`config.mk`:
```
export PLATFORM = sky130hd
export DESIGN_NAME = pfcc_top
export DESIGN_NICKNAME = d
export VERILOG_FILES = /design/src/hw/pfcc_pkg.sv /design/src/hw/pfcc_debounce.sv /design/src/hw/pfcc_top.sv
export SDC_FILE = /design/constraint.sdc
export NUM_CORES = 1
export LEC_CHECK = 0
export ABC_AREA = 1
export BUFFER_PORTS_ARGS = -buffer_cell sky130_fd_sc_hd__clkbuf_2
export CORE_MARGIN = 3
export CORE_UTILIZATION = 55
export DETAILED_ROUTE_END_ITERATION = 6
export HOLD_SLACK_MARGIN = 0.12
export PLACE_DENSITY = 0.78
export SLEW_MARGIN = 20
export SYNTH_ARGS = -nofsm -noshare
export SYNTH_HDL_FRONTEND = slang
export SYNTH_HIERARCHICAL = 1
export SYNTH_SLANG_ARGS = --single-unit
export TNS_END_PERCENT = 50
```
`constraint.sdc`:
```
create_clock -name clock_i -period 7.1 [get_ports clock_i]
set_input_delay 0.71 -clock clock_i [delete_from_list [all_inputs] [get_ports clock_i]]
set_output_delay 0.71 -clock clock_i [all_outputs]
set_load 0.02 [all_outputs]
```
`src/hw/pfcc_pkg.sv`:
```
package pfcc_pkg;

  // Clock and timing
  localparam int unsigned CLK_PERIOD_NS = 8;
  localparam int unsigned DEB_TIME_US = 1000;
  localparam int unsigned DEB_CYCLES = (DEB_TIME_US * 1000 + CLK_PERIOD_NS - 1) / CLK_PERIOD_NS;

  // Register byte offsets
  localparam logic [3:0] ADDR_STATUS = 4'h0;
  localparam logic [3:0] ADDR_MASK = 4'h4;
  localparam logic [3:0] ADDR_SENSE = 4'h8;
  localparam logic [3:0] ADDR_CTRL = 4'hC;

  // Control register fields and reset value
  localparam int unsigned CTRL_LIFT_EN = 0;
  localparam int unsigned CTRL_LINK_EN = 1;
  localparam logic [1:0] CTRL_RST = 2'h3;

  // Event bits of the status and mask registers
  localparam int unsigned EV_UP_TOP = 0;
  localparam int unsigned EV_LO_TOP = 1;
  localparam int unsigned EV_UP_EMPTY = 2;
  localparam int unsigned EV_LO_EMPTY = 3;
  localparam int unsigned EV_FRAME = 4;
  localparam int unsigned EV_CHOSEN = 5;
  localparam int unsigned EV_W = 6;

  // Link frame layout
  localparam int unsigned TX_W = 16;
  localparam int unsigned RX_W = 8;
  localparam int unsigned CMD_FEED_RUN = 0;
  localparam int unsigned CMD_FEED_UPPER = 1;
  localparam logic [3:0] LAST_BIT = 4'hF;

  // Select code that addresses this feeder at ports 1,2,3
  localparam logic [2:0] SEL_ME = 3'h1;

  // Lift state of one cassette
  typedef enum logic [1:0] {
    LIFT_IDLE = 2'b00,
    LIFT_RUN = 2'b01,
    LIFT_TOP = 2'b10
  } pfcc_lift_t;

  // Decoded paper size
  typedef enum logic [2:0] {
    SIZE_LEDGER = 3'b000,
    SIZE_A3 = 3'b001,
    SIZE_B4 = 3'b010,
    SIZE_LEGAL = 3'b011,
    SIZE_B5 = 3'b100,
    SIZE_LETTER = 3'b101,
    SIZE_A4A5 = 3'b110,
    SIZE_NONE = 3'b111
  } pfcc_size_t;

  // Remaining paper, 25/50/75/100 percent
  typedef enum logic [1:0] {
    LVL_25 = 2'b00,
    LVL_50 = 2'b01,
    LVL_75 = 2'b10,
    LVL_100 = 2'b11
  } pfcc_level_t;

  // Sensor group of one cassette, all raw pin levels
  typedef struct packed {
    logic cassette_sw_n;
    logic lift_limit_n;
    logic paper_present_n;
    logic size_sense_a;
    logic size_sense_b;
    logic size_sense_c;
    logic level_bit_a;
    logic level_bit_b;
  } pfcc_sense_t;

  localparam int unsigned SENSE_W = $bits(pfcc_sense_t);

endpackage

```
`src/hw/pfcc_debounce.sv`:
```
`timescale 1ns/1ps
module pfcc_debounce #(
  parameter int unsigned WIDTH = 16,
  parameter int unsigned COUNT = 125000
) (
  // Clock and reset
  input wire logic clock_i,
  input wire logic rst_n_i,
  // Raw and filtered levels
  input wire logic [WIDTH-1:0] raw_i,
  output logic [WIDTH-1:0] clean_o
);

  localparam int unsigned CW = $clog2(COUNT + 1);

  // Refuse settings the counter cannot serve
  initial begin
    if (COUNT < 1 || WIDTH < 1) begin
      $error("pfcc_debounce: COUNT and WIDTH must be at least 1");
    end
  end

  // Whole state of the filter
  typedef struct packed {
    logic [WIDTH-1:0] s1;
    logic [WIDTH-1:0] s2;
    logic [WIDTH-1:0] s3; // Copy of s2 one cycle older, compared against s2 to spot bouncing
    logic [CW-1:0] cnt;
    logic [WIDTH-1:0] clean;
  } pfcc_deb_state_t;

  pfcc_deb_state_t q_ff;
  pfcc_deb_state_t nxt_q;

  // Group filter: any change restarts the wait, a steady vector is taken
  always_comb begin
    nxt_q = q_ff;
    nxt_q.s1 = raw_i;
    nxt_q.s2 = q_ff.s1;
    nxt_q.s3 = q_ff.s2;
    if (q_ff.s2 == q_ff.clean) begin
      // Nothing pending
      nxt_q.cnt = '0;
    end else if (q_ff.s2 != q_ff.s3) begin
      // Still bouncing
      nxt_q.cnt = '0;
    end else if (q_ff.cnt == CW'(COUNT - 1)) begin
      // Stable long enough
      nxt_q.clean = q_ff.s2;
      nxt_q.cnt = '0;
    end else begin
      nxt_q.cnt = q_ff.cnt + 1'b1;
    end
  end

  // Register the state; inputs idle high
  always_ff @(posedge clock_i or negedge rst_n_i) begin
    if (!rst_n_i) begin
      q_ff <= '{s1: '1, s2: '1, s3: '1, cnt: '0, clean: '1};
    end else begin
      q_ff <= nxt_q;
    end
  end

  assign clean_o = q_ff.clean;

endmodule // pfcc_debounce

```
`src/hw/pfcc_top.sv`:
```
// The address map and the address-and-strobe port were chosen for this implementation.
`timescale 1ns/1ps
module pfcc_top #(
  parameter int unsigned DEB_CYCLES = pfcc_pkg::DEB_CYCLES
) (
  // Clock and supply monitor reset
  input wire logic clock_i,
  input wire logic arst_n_i,
  // Cassette sensors
  input wire pfcc_pkg::pfcc_sense_t upper_i,
  input wire pfcc_pkg::pfcc_sense_t lower_i,
  // Motors and empty flags
  output logic upper_lift_motor_o,
  output logic lower_lift_motor_o,
  output logic feed_motor_run_o,
  output logic feed_motor_upper_o,
  output logic upper_empty_o,
  output logic lower_empty_o,
  // Feeder select bus, ports 1..3 and onward copy
  input wire logic [2:0] feeder_pick_line_i,
  output logic [2:0] feeder_pick_next_o,
  output logic unit_chosen_n_o,
  // Serial link to host
  input wire logic link_clk_n_i,
  input wire logic link_rx_line_i,
  output logic link_tx_line_o,
  output logic link_tx_oe_n_o,
  // Register port
  input wire logic [3:0] reg_addr_i,
  input wire logic [31:0] reg_wdata_i,
  input wire logic reg_wr_i,
  input wire logic reg_rd_i,
  output logic [31:0] reg_rdata_o,
  output logic irq_o
);

  // Refuse a filter time the logic cannot count
  initial begin
    if (DEB_CYCLES < 1) begin
      $error("pfcc_top: DEB_CYCLES must be at least 1");
    end
  end

  // Whole state of the block
  typedef struct packed {
    logic [2:0] sel_s1;
    logic [2:0] sel_s2;
    logic sck_s1;
    logic sck_s2;
    logic sck_s3;
    logic rx_s1;
    logic rx_s2;
    pfcc_pkg::pfcc_lift_t up_st;
    pfcc_pkg::pfcc_lift_t lo_st;
    logic up_motor;
    logic lo_motor;
    logic up_empty;
    logic lo_empty;
    pfcc_pkg::pfcc_size_t up_size;
    pfcc_pkg::pfcc_size_t lo_size;
    pfcc_pkg::pfcc_level_t up_lvl;
    pfcc_pkg::pfcc_level_t lo_lvl;
    logic [3:0] bit_cnt;
    logic [pfcc_pkg::TX_W-1:0] tx_sh;
    logic [pfcc_pkg::RX_W-1:0] rx_sh;
    logic [pfcc_pkg::RX_W-1:0] cmd;
    logic feed_run;
    logic feed_upper;
    logic chosen_n;
    logic [2:0] pick_next;
    logic tx_line;
    logic tx_oe_n;
    logic [pfcc_pkg::EV_W-1:0] status;
    logic [pfcc_pkg::EV_W-1:0] mask;
    logic [1:0] ctrl;
    logic [31:0] rd_data;
    logic irq;
  } pfcc_top_state_t;

  logic [1:0] rst_sync_ff; // Reset release chain
  logic rst_n; // Reset used by all logic except the release chain
  pfcc_top_state_t q_ff;
  pfcc_top_state_t nxt_q;
  logic [2*pfcc_pkg::SENSE_W-1:0] deb_out; // Filtered sensor levels
  pfcc_pkg::pfcc_sense_t up_s; // Clean upper sensors
  pfcc_pkg::pfcc_sense_t lo_s; // Clean lower sensors

  // Supply monitor reset, released through two flops
  always_ff @(posedge clock_i or negedge arst_n_i) begin
    if (!arst_n_i) begin
      rst_sync_ff <= 2'h0;
    end else begin
      rst_sync_ff <= {rst_sync_ff[0], 1'b1};
    end
  end
  assign rst_n = rst_sync_ff[1];

  // Sensors pass a synchroniser and a settle filter
  pfcc_debounce #(
    .WIDTH(2 * pfcc_pkg::SENSE_W),
    .COUNT(DEB_CYCLES)
  ) u_deb (
    .clock_i(clock_i),
    .rst_n_i(rst_n),
    .raw_i({upper_i, lower_i}),
    .clean_o(deb_out)
  );
  assign up_s = deb_out[2*pfcc_pkg::SENSE_W-1:pfcc_pkg::SENSE_W];
  assign lo_s = deb_out[pfcc_pkg::SENSE_W-1:0];

  // Next lift state of one cassette
  function automatic pfcc_pkg::pfcc_lift_t lift_next(input pfcc_pkg::pfcc_lift_t st, input logic en,
                                                     input pfcc_pkg::pfcc_sense_t s);
    pfcc_pkg::pfcc_lift_t r;
    r = pfcc_pkg::LIFT_IDLE;
    if (!s.cassette_sw_n && en) begin
      unique case (st)
        pfcc_pkg::LIFT_IDLE: r = pfcc_pkg::LIFT_RUN;
        pfcc_pkg::LIFT_RUN: r = s.lift_limit_n ? pfcc_pkg::LIFT_RUN : pfcc_pkg::LIFT_TOP;
        pfcc_pkg::LIFT_TOP: r = s.lift_limit_n ? pfcc_pkg::LIFT_RUN : pfcc_pkg::LIFT_TOP;
        default: r = pfcc_pkg::LIFT_IDLE;
      endcase
    end
    return r;
  endfunction

  // Size from sensors a, b, c
  function automatic pfcc_pkg::pfcc_size_t size_of(input pfcc_pkg::pfcc_sense_t s);
    pfcc_pkg::pfcc_size_t r;
    unique case ({s.size_sense_a, s.size_sense_b, s.size_sense_c})
      3'h4: r = pfcc_pkg::SIZE_LEDGER;
      3'h0: r = pfcc_pkg::SIZE_A3;
      3'h7: r = pfcc_pkg::SIZE_B4;
      3'h6: r = pfcc_pkg::SIZE_LEGAL;
      3'h5: r = pfcc_pkg::SIZE_B5;
      3'h1: r = pfcc_pkg::SIZE_LETTER;
      3'h2: r = pfcc_pkg::SIZE_A4A5;
      3'h3: r = pfcc_pkg::SIZE_NONE;
    endcase
    return r;
  endfunction

  // Remaining paper from the two level bits
  function automatic pfcc_pkg::pfcc_level_t level_of(input pfcc_pkg::pfcc_sense_t s);
    pfcc_pkg::pfcc_level_t r;
    unique case ({s.level_bit_a, s.level_bit_b})
      2'h0: r = pfcc_pkg::LVL_25;
      2'h1: r = pfcc_pkg::LVL_50;
      2'h3: r = pfcc_pkg::LVL_75;
      2'h2: r = pfcc_pkg::LVL_100;
    endcase
    return r;
  endfunction

  // Main next-state logic
  always_comb begin
    logic sck_rise;
    logic sck_fall;
    logic frame_done;
    logic [pfcc_pkg::EV_W-1:0] ev;
    logic [pfcc_pkg::EV_W-1:0] clr;
    logic [pfcc_pkg::TX_W-1:0] answer;
    sck_rise = 1'b0;
    sck_fall = 1'b0;
    frame_done = 1'b0;
    ev = '0;
    clr = '0;
    answer = '0;
    nxt_q = q_ff;

    // Two-flop synchronisers for select bus and link
    nxt_q.sel_s1 = feeder_pick_line_i;
    nxt_q.sel_s2 = q_ff.sel_s1;
    nxt_q.sck_s1 = link_clk_n_i;
    nxt_q.sck_s2 = q_ff.sck_s1;
    nxt_q.sck_s3 = q_ff.sck_s2;
    nxt_q.rx_s1 = link_rx_line_i;
    nxt_q.rx_s2 = q_ff.rx_s1;

    // Link clock is active low: rising edge ends a bit
    sck_rise = q_ff.sck_s2 && !q_ff.sck_s3;
    sck_fall = !q_ff.sck_s2 && q_ff.sck_s3;

    // Select decode and rotated copy for the next feeder
    nxt_q.chosen_n = (q_ff.sel_s2 != pfcc_pkg::SEL_ME);
    nxt_q.pick_next = {q_ff.sel_s2[0], q_ff.sel_s2[2], q_ff.sel_s2[1]};

    // Cassette lifting and empty detection
    nxt_q.up_st = lift_next(q_ff.up_st, q_ff.ctrl[pfcc_pkg::CTRL_LIFT_EN], up_s);
    nxt_q.lo_st = lift_next(q_ff.lo_st, q_ff.ctrl[pfcc_pkg::CTRL_LIFT_EN], lo_s);
    nxt_q.up_motor = (nxt_q.up_st == pfcc_pkg::LIFT_RUN);
    nxt_q.lo_motor = (nxt_q.lo_st == pfcc_pkg::LIFT_RUN);
    // Empty only while the plate is held at top, so a pulled cassette never reports empty
    nxt_q.up_empty = (nxt_q.up_st == pfcc_pkg::LIFT_TOP) && up_s.paper_present_n;
    nxt_q.lo_empty = (nxt_q.lo_st == pfcc_pkg::LIFT_TOP) && lo_s.paper_present_n;
    nxt_q.up_size = size_of(up_s);
    nxt_q.lo_size = size_of(lo_s);
    nxt_q.up_lvl = level_of(up_s);
    nxt_q.lo_lvl = level_of(lo_s);

    // Answer word: levels, sizes, empty, present, at top
    answer = {q_ff.up_lvl, q_ff.lo_lvl, q_ff.up_size, q_ff.lo_size, q_ff.up_empty, q_ff.lo_empty,
              !up_s.cassette_sw_n, !lo_s.cassette_sw_n,
              q_ff.up_st == pfcc_pkg::LIFT_TOP, q_ff.lo_st == pfcc_pkg::LIFT_TOP};

    // Serial frame: 16 bits out, first 8 bits in
    if (q_ff.chosen_n || !q_ff.ctrl[pfcc_pkg::CTRL_LINK_EN]) begin
      nxt_q.bit_cnt = '0;
      nxt_q.tx_sh = answer;
      nxt_q.tx_oe_n = 1'b1;
      nxt_q.tx_line = 1'b1;
    end else begin
      nxt_q.tx_oe_n = 1'b0;
      nxt_q.tx_line = q_ff.tx_sh[pfcc_pkg::TX_W-1];
      if (sck_rise) begin
        nxt_q.bit_cnt = q_ff.bit_cnt + 4'h1;
        if (q_ff.bit_cnt < 4'(pfcc_pkg::RX_W)) begin
          nxt_q.rx_sh = {q_ff.rx_sh[pfcc_pkg::RX_W-2:0], q_ff.rx_s2};
        end
        if (q_ff.bit_cnt == pfcc_pkg::LAST_BIT) begin
          frame_done = 1'b1;
          nxt_q.tx_sh = answer;
        end else begin
          nxt_q.tx_sh = {q_ff.tx_sh[pfcc_pkg::TX_W-2:0], 1'b0};
        end
      end
    end

    // Host command drives the feed motor
    if (frame_done) begin
      nxt_q.cmd = q_ff.rx_sh;
      nxt_q.feed_run = q_ff.rx_sh[pfcc_pkg::CMD_FEED_RUN];
      nxt_q.feed_upper = q_ff.rx_sh[pfcc_pkg::CMD_FEED_UPPER];
    end

    // Events
    ev[pfcc_pkg::EV_UP_TOP] = (nxt_q.up_st == pfcc_pkg::LIFT_TOP) && (q_ff.up_st != pfcc_pkg::LIFT_TOP);
    ev[pfcc_pkg::EV_LO_TOP] = (nxt_q.lo_st == pfcc_pkg::LIFT_TOP) && (q_ff.lo_st != pfcc_pkg::LIFT_TOP);
    ev[pfcc_pkg::EV_UP_EMPTY] = nxt_q.up_empty && !q_ff.up_empty;
    ev[pfcc_pkg::EV_LO_EMPTY] = nxt_q.lo_empty && !q_ff.lo_empty;
    ev[pfcc_pkg::EV_FRAME] = frame_done;
    ev[pfcc_pkg::EV_CHOSEN] = !nxt_q.chosen_n && q_ff.chosen_n;

    // Register reads; status clears the bits it returned
    nxt_q.rd_data = '0;
    if (reg_rd_i) begin
      unique case (reg_addr_i)
        pfcc_pkg::ADDR_STATUS: begin
          nxt_q.rd_data = 32'(q_ff.status);
          clr = q_ff.status;
        end
        pfcc_pkg::ADDR_MASK: nxt_q.rd_data = 32'(q_ff.mask);
        pfcc_pkg::ADDR_SENSE: nxt_q.rd_data = {12'h000, q_ff.cmd, q_ff.rx_sh[0], q_ff.feed_run,
                                               q_ff.feed_upper, q_ff.chosen_n, q_ff.up_st, q_ff.lo_st,
                                               q_ff.up_motor, q_ff.lo_motor, q_ff.up_empty, q_ff.lo_empty};
        pfcc_pkg::ADDR_CTRL: nxt_q.rd_data = 32'(q_ff.ctrl);
        default: nxt_q.rd_data = '0;
      endcase
    end

    // Register writes
    if (reg_wr_i) begin
      if (reg_addr_i == pfcc_pkg::ADDR_MASK) begin
        nxt_q.mask = reg_wdata_i[pfcc_pkg::EV_W-1:0];
      end
      if (reg_addr_i == pfcc_pkg::ADDR_CTRL) begin
        nxt_q.ctrl = reg_wdata_i[1:0];
      end
    end

    // Sticky status, set wins over clear; level interrupt
    nxt_q.status = (q_ff.status & ~clr) | ev;
    nxt_q.irq = |(nxt_q.status & nxt_q.mask);
  end

  // Register the state
  always_ff @(posedge clock_i or negedge rst_n) begin
    if (!rst_n) begin
      q_ff <= '0;
      q_ff.sel_s1 <= 3'h0;
      q_ff.sck_s1 <= 1'b1;
      q_ff.sck_s2 <= 1'b1;
      q_ff.sck_s3 <= 1'b1;
      q_ff.chosen_n <= 1'b1;
      q_ff.tx_line <= 1'b1;
      q_ff.tx_oe_n <= 1'b1;
      q_ff.ctrl <= pfcc_pkg::CTRL_RST;
    end else begin
      q_ff <= nxt_q;
    end
  end

  // Outputs straight from flops
  assign upper_lift_motor_o = q_ff.up_motor;
  assign lower_lift_motor_o = q_ff.lo_motor;
  assign feed_motor_run_o = q_ff.feed_run;
  assign feed_motor_upper_o = q_ff.feed_upper;
  assign upper_empty_o = q_ff.up_empty;
  assign lower_empty_o = q_ff.lo_empty;
  assign feeder_pick_next_o = q_ff.pick_next;
  assign unit_chosen_n_o = q_ff.chosen_n;
  assign link_tx_line_o = q_ff.tx_line;
  assign link_tx_oe_n_o = q_ff.tx_oe_n;
  assign reg_rdata_o = q_ff.rd_data;
  assign irq_o = q_ff.irq;

  // Checks
  a_lift_start_up: assert property (@(posedge clock_i) disable iff (!rst_n)
    (q_ff.up_st == pfcc_pkg::LIFT_IDLE && !up_s.cassette_sw_n && q_ff.ctrl[0]) |=> upper_lift_motor_o)
    else $error("upper lift did not start on insertion");
  a_lift_stop_up: assert property (@(posedge clock_i) disable iff (!rst_n)
    (upper_lift_motor_o && !up_s.lift_limit_n) |=> !upper_lift_motor_o)
    else $error("upper lift kept running at top");
  a_empty_flag_lo: assert property (@(posedge clock_i) disable iff (!rst_n)
    (q_ff.lo_st == pfcc_pkg::LIFT_TOP && !lo_s.lift_limit_n && !lo_s.cassette_sw_n && q_ff.ctrl[0] &&
     lo_s.paper_present_n) |=> lower_empty_o)
    else $error("lower empty not reported");
  a_relift_lo: assert property (@(posedge clock_i) disable iff (!rst_n)
    (q_ff.lo_st == pfcc_pkg::LIFT_TOP && lo_s.lift_limit_n && !lo_s.cassette_sw_n && q_ff.ctrl[0])
    |=> lower_lift_motor_o ##1 q_ff.lo_st == pfcc_pkg::LIFT_RUN)
    else $error("lower lift did not restart");
  a_feed_cmd: assert property (@(posedge clock_i) disable iff (!rst_n)
    $rose(q_ff.status[pfcc_pkg::EV_FRAME]) |-> feed_motor_run_o == q_ff.cmd[0] && feed_motor_upper_o == q_ff.cmd[1])
    else $error("feed motor does not follow command");
  a_size_ledger: assert property (@(posedge clock_i) disable iff (!rst_n)
    ({up_s.size_sense_a, up_s.size_sense_b, up_s.size_sense_c} == 3'h4) |=> q_ff.up_size == pfcc_pkg::SIZE_LEDGER)
    else $error("ledger size misdecoded");
  a_level_half: assert property (@(posedge clock_i) disable iff (!rst_n)
    (!lo_s.level_bit_a && lo_s.level_bit_b) |=> q_ff.lo_lvl == pfcc_pkg::LVL_50)
    else $error("fifty percent level misdecoded");
  a_select_me: assert property (@(posedge clock_i) disable iff (!rst_n)
    (q_ff.sel_s2 == 3'h1) |=> !unit_chosen_n_o ##1 $past(feeder_pick_next_o, 1) == 3'h4)
    else $error("select decode or onward copy wrong");
  a_tx_idle: assert property (@(posedge clock_i) disable iff (!rst_n)
    unit_chosen_n_o |=> link_tx_oe_n_o)
    else $error("link driven while not chosen");

endmodule // pfcc_top

```
==> reports/results.txt <==
GR Overflow Total - 0
Leak - 4.21 nW
Ports - 106
achievable frequency - 0.394 GHz
# diodes - 0
drt via density - 4.93
Finished Layout Cells - 1038
synthesized cell area - 0.00806 mm²
crit start category - flip-flop
Combinational Power Share - 7.8%
CTS clk-pin slew, worst paths - 0.07 ns
Clock Latency Late Sink - 0.43 ns
die area - 0.0161 mm²
share of layout cells above drive strength 1 - 24.9%
area delta synth->final - 9.33%
via count - 5122
first-pass GRT wire length - 23400 µm
Post-synth ARST share - 100%
largest net degree at the start of global routing - 86
peak supply drop - 216 µV
Worst Setup EP - u_deb/q_ff[32]$_DFF_PN0_
WP data required - 7.43 ns
Crit Path Max Fanout - 21
CP Capture Type - flip-flop
Core Area - 0.0141 mm²
crit path kind - reg2reg
RR Startpoint - u_deb/clean_o[12]$_DFFE_PN1P_
drt pass-1 iters - 5
Fin. Hold Viols - 0
H-tree levels - 4
DRC - 0
post-CTS sizing - 0
Final Wtd Congestion - 0.808
vias in the first global route - 5037
Initial DRC Count - 335
Cell variety after synth - 39
Internal - 1.77 mW
Layout Nets - 920
worst r2r dst - u_deb/q_ff[32]$_DFF_PN0_
setup tns final - 0 ns
post-synthesis sequential area ratio - 59.2%
initial antenna violation count - 0
total power - 2.32 mW
number of flops mapped to enable cells by yosys - 0
Psw - 0.549 mW
Sequential Power Share - 50.9%
Syn Inst Count - 808
maxcap violations - 0
cell count after placement - 1005
Switching Share - 23.7%
root buffer cell - clkbuf_16
chip width - 127 µm
DP Wirelength - 8980 µm
power share of the clock group - 41.4%
clock sink total - 187
mean post-synth cell area - 9.97 µm²
ys flop type - dfrtp_1
Hold Crit Class - reg2async
DRT antenna net count - 0
Initial Utilization - 57.2%
Critical Path AT - 2.87 ns
synthesized flop and latch total - 187
Clock Tree Buf Depth - 2
Post-Route WL - 13300 µm
most common cell after layout, fill and taps aside - nand2_1
Slew @ Worst Pin - 0.980 ns
FP Rows - 43
status - finished, final reports clean
PortBufs - 67
Synth Warn # - 6
R2R Setup Slk - 4.56 ns
CP Launch Point - u_deb/clean_o[12]$_DFFE_PN1P_
R2R depth - 8
clock buffer count from CTS - 17
RSZ-0062 raised after global routing - no
per-cell routed wire length - 12.9 µm
die height - 127 µm
Final setup viols - 0
Final Max Tran Viols - 0
most frequent cells in the layout - 179 x nand2_1, 114 x dfrtp_1, 105 x inv_1
Tcrit/Tclk final - 35.8%
# Post-CTS Setup Buffers - 0
skew final - 0.00775 ns
global-route usage over all layers - 18.1%
clock tree from TritonCTS - done
Rel. slew slack - 34.7%
Period minus WS final - 2.54 ns
PD cells - 263 mW/mm²
[power groups by stage]
stage | Sequential (mW) | Combinational (mW) | Clock, mW
finish | 1.18 | 0.180 | 0.958
global route | 1.19 | 0.207 | 1.03
CTS | 1.18 | 0.182 | 0.983
detailed placement | 1.20 | 0.179 | 0
global placement | 1.19 | 0.175 | 0
floorplan | 1.21 | 0.119 | 0
[cell families (layout without fill, tap and decap cells)]
| logic type | count (synthesis) | count (layout) | share of synthesized area [%] |
|---|---|---|---|
| AO/OA/AOI/OAI | 71 | 71 | 5.47 |
| AND/OR/NAND/NOR | 331 | 331 | 18.7 |
| XOR/XNOR | 27 | 27 | 2.93 |
| other | 2 | 13 | 0.0932 |
| buffers and inverters | 176 | 215 | 11.4 |
| adder cells (fa/ha/maj) | 14 | 14 | 2.17 |
| flip-flops | 187 | 187 | 59.2 |
[worst max-delay path, cell delays in order, from the launching register on]
cell     delay (ns)
dfstp_2        0.59
nor2_1         0.05
nor2_1         0.13
nor2_1         0.07
nand2_1        0.06
nor2_1         0.04
nand2_1        0.60
nand3_1        0.59
nor2_1         0.32
[metrics by stage]
step / hold slack [ns] / setup slack, ns / cell area [µm²] / utilization (%)
floorplan: 0.331 / 1.63 / 8100 / -
global placement: 0.244 / 4.74 / 8190 / 58.1
detailed placement: 0.249 / 4.70 / 8190 / 58.1
CTS: 0.256 / 4.62 / 8810 / 62.5
global route: 0.287 / 4.33 / 8810 / 62.5
finish: 0.243 / 4.56 / 8810 / 62.5
[layout make-up]
cell class              count  area [µm²]
clock buffers              19         443
clock inverters            13         164
fillers                  1156        5290
inverters                 112         428
multi-input cells         456        2410
flip-flops and latches    187        4770
well taps                 180         225
repair buffers             71         368
[what timing repair did]
action                     4_1_cts  5_1_grt
setup endpoints to repair        0        0
hold buffers                     1        0
hold endpoints to repair         2        0
[synth_stat cells (4+ instances only)]
cell type  number  share of area, %
nand2_1       179               8.3
dfrtp_1       115                36
inv_1         105               4.9
nor2_1         79               3.7
dfstp_2        72                23
buf_4          54               5.0
nand4_1        28               2.2
o21ai_1        25               1.6
xnor2_1        19               2.1
a22oi_1        14               1.3
ha_1           14               2.2
nand3_1        14              0.87
o21ai_0        14              0.87
xor2_1          8              0.87
nor2_4          7              0.98
buf_6           6              0.84
inv_2           5              0.23
nand2_2         5              0.39
buf_2           4              0.25
o211ai_1        4              0.37
[how the worst min path moves through the flow]
| stage | startpoint | endpoint | slack, ns | cells past startpoint |
|---|---|---|---|---|
| after global routing | rst_sync_ff[1]$_DFF_PN0_ | nxt_q[116]$_DFF_PN0_ | 0.29 | 0 |
| after CTS | rst_sync_ff[1]$_DFF_PN0_ | nxt_q[50]$_DFF_PN0_ | 0.26 | 0 |
| after detailed placement | rst_sync_ff[1]$_DFF_PN0_ | nxt_q[50]$_DFF_PN0_ | 0.25 | 0 |
| after global placement | rst_sync_ff[1]$_DFF_PN0_ | nxt_q[116]$_DFF_PN0_ | 0.24 | 0 |
| final | rst_sync_ff[1]$_DFF_PN0_ | nxt_q[50]$_DFF_PN0_ | 0.24 | 0 |
| after floorplan | nxt_q[115]$_DFF_PN0_ | nxt_q[49]$_DFF_PN0_ | 0.33 | 0 |
[per-layer routing]
metal	GRT usage [%]	share of wire (%)
met3	4.85	4.8
met5	0	0
met4	7.00	1.5
met1	24.1	44
met2	28.7	50
[state kept, by name (all words and copies together) (netlist names)]
| signal | flops |
|---|---|
| lower_empty_o | 1 |
| u_deb/q_ff | 33 |
| link_tx_oe_n_o | 1 |
| unit_chosen_n_o | 1 |
| lower_lift_motor_o | 1 |
| link_tx_line_o | 1 |
| nxt_q | 9 |
| upper_lift_motor_o | 1 |
| rst_sync_ff | 2 |
| irq_o | 1 |
| upper_empty_o | 1 |
| u_deb/clean_o | 16 |
| q_ff | 66 |
| feeder_pick_next_o | 3 |
| u_deb/nxt_q | 32 |
| reg_rdata_o | 18 |
(Power assumes the default switching activity.)
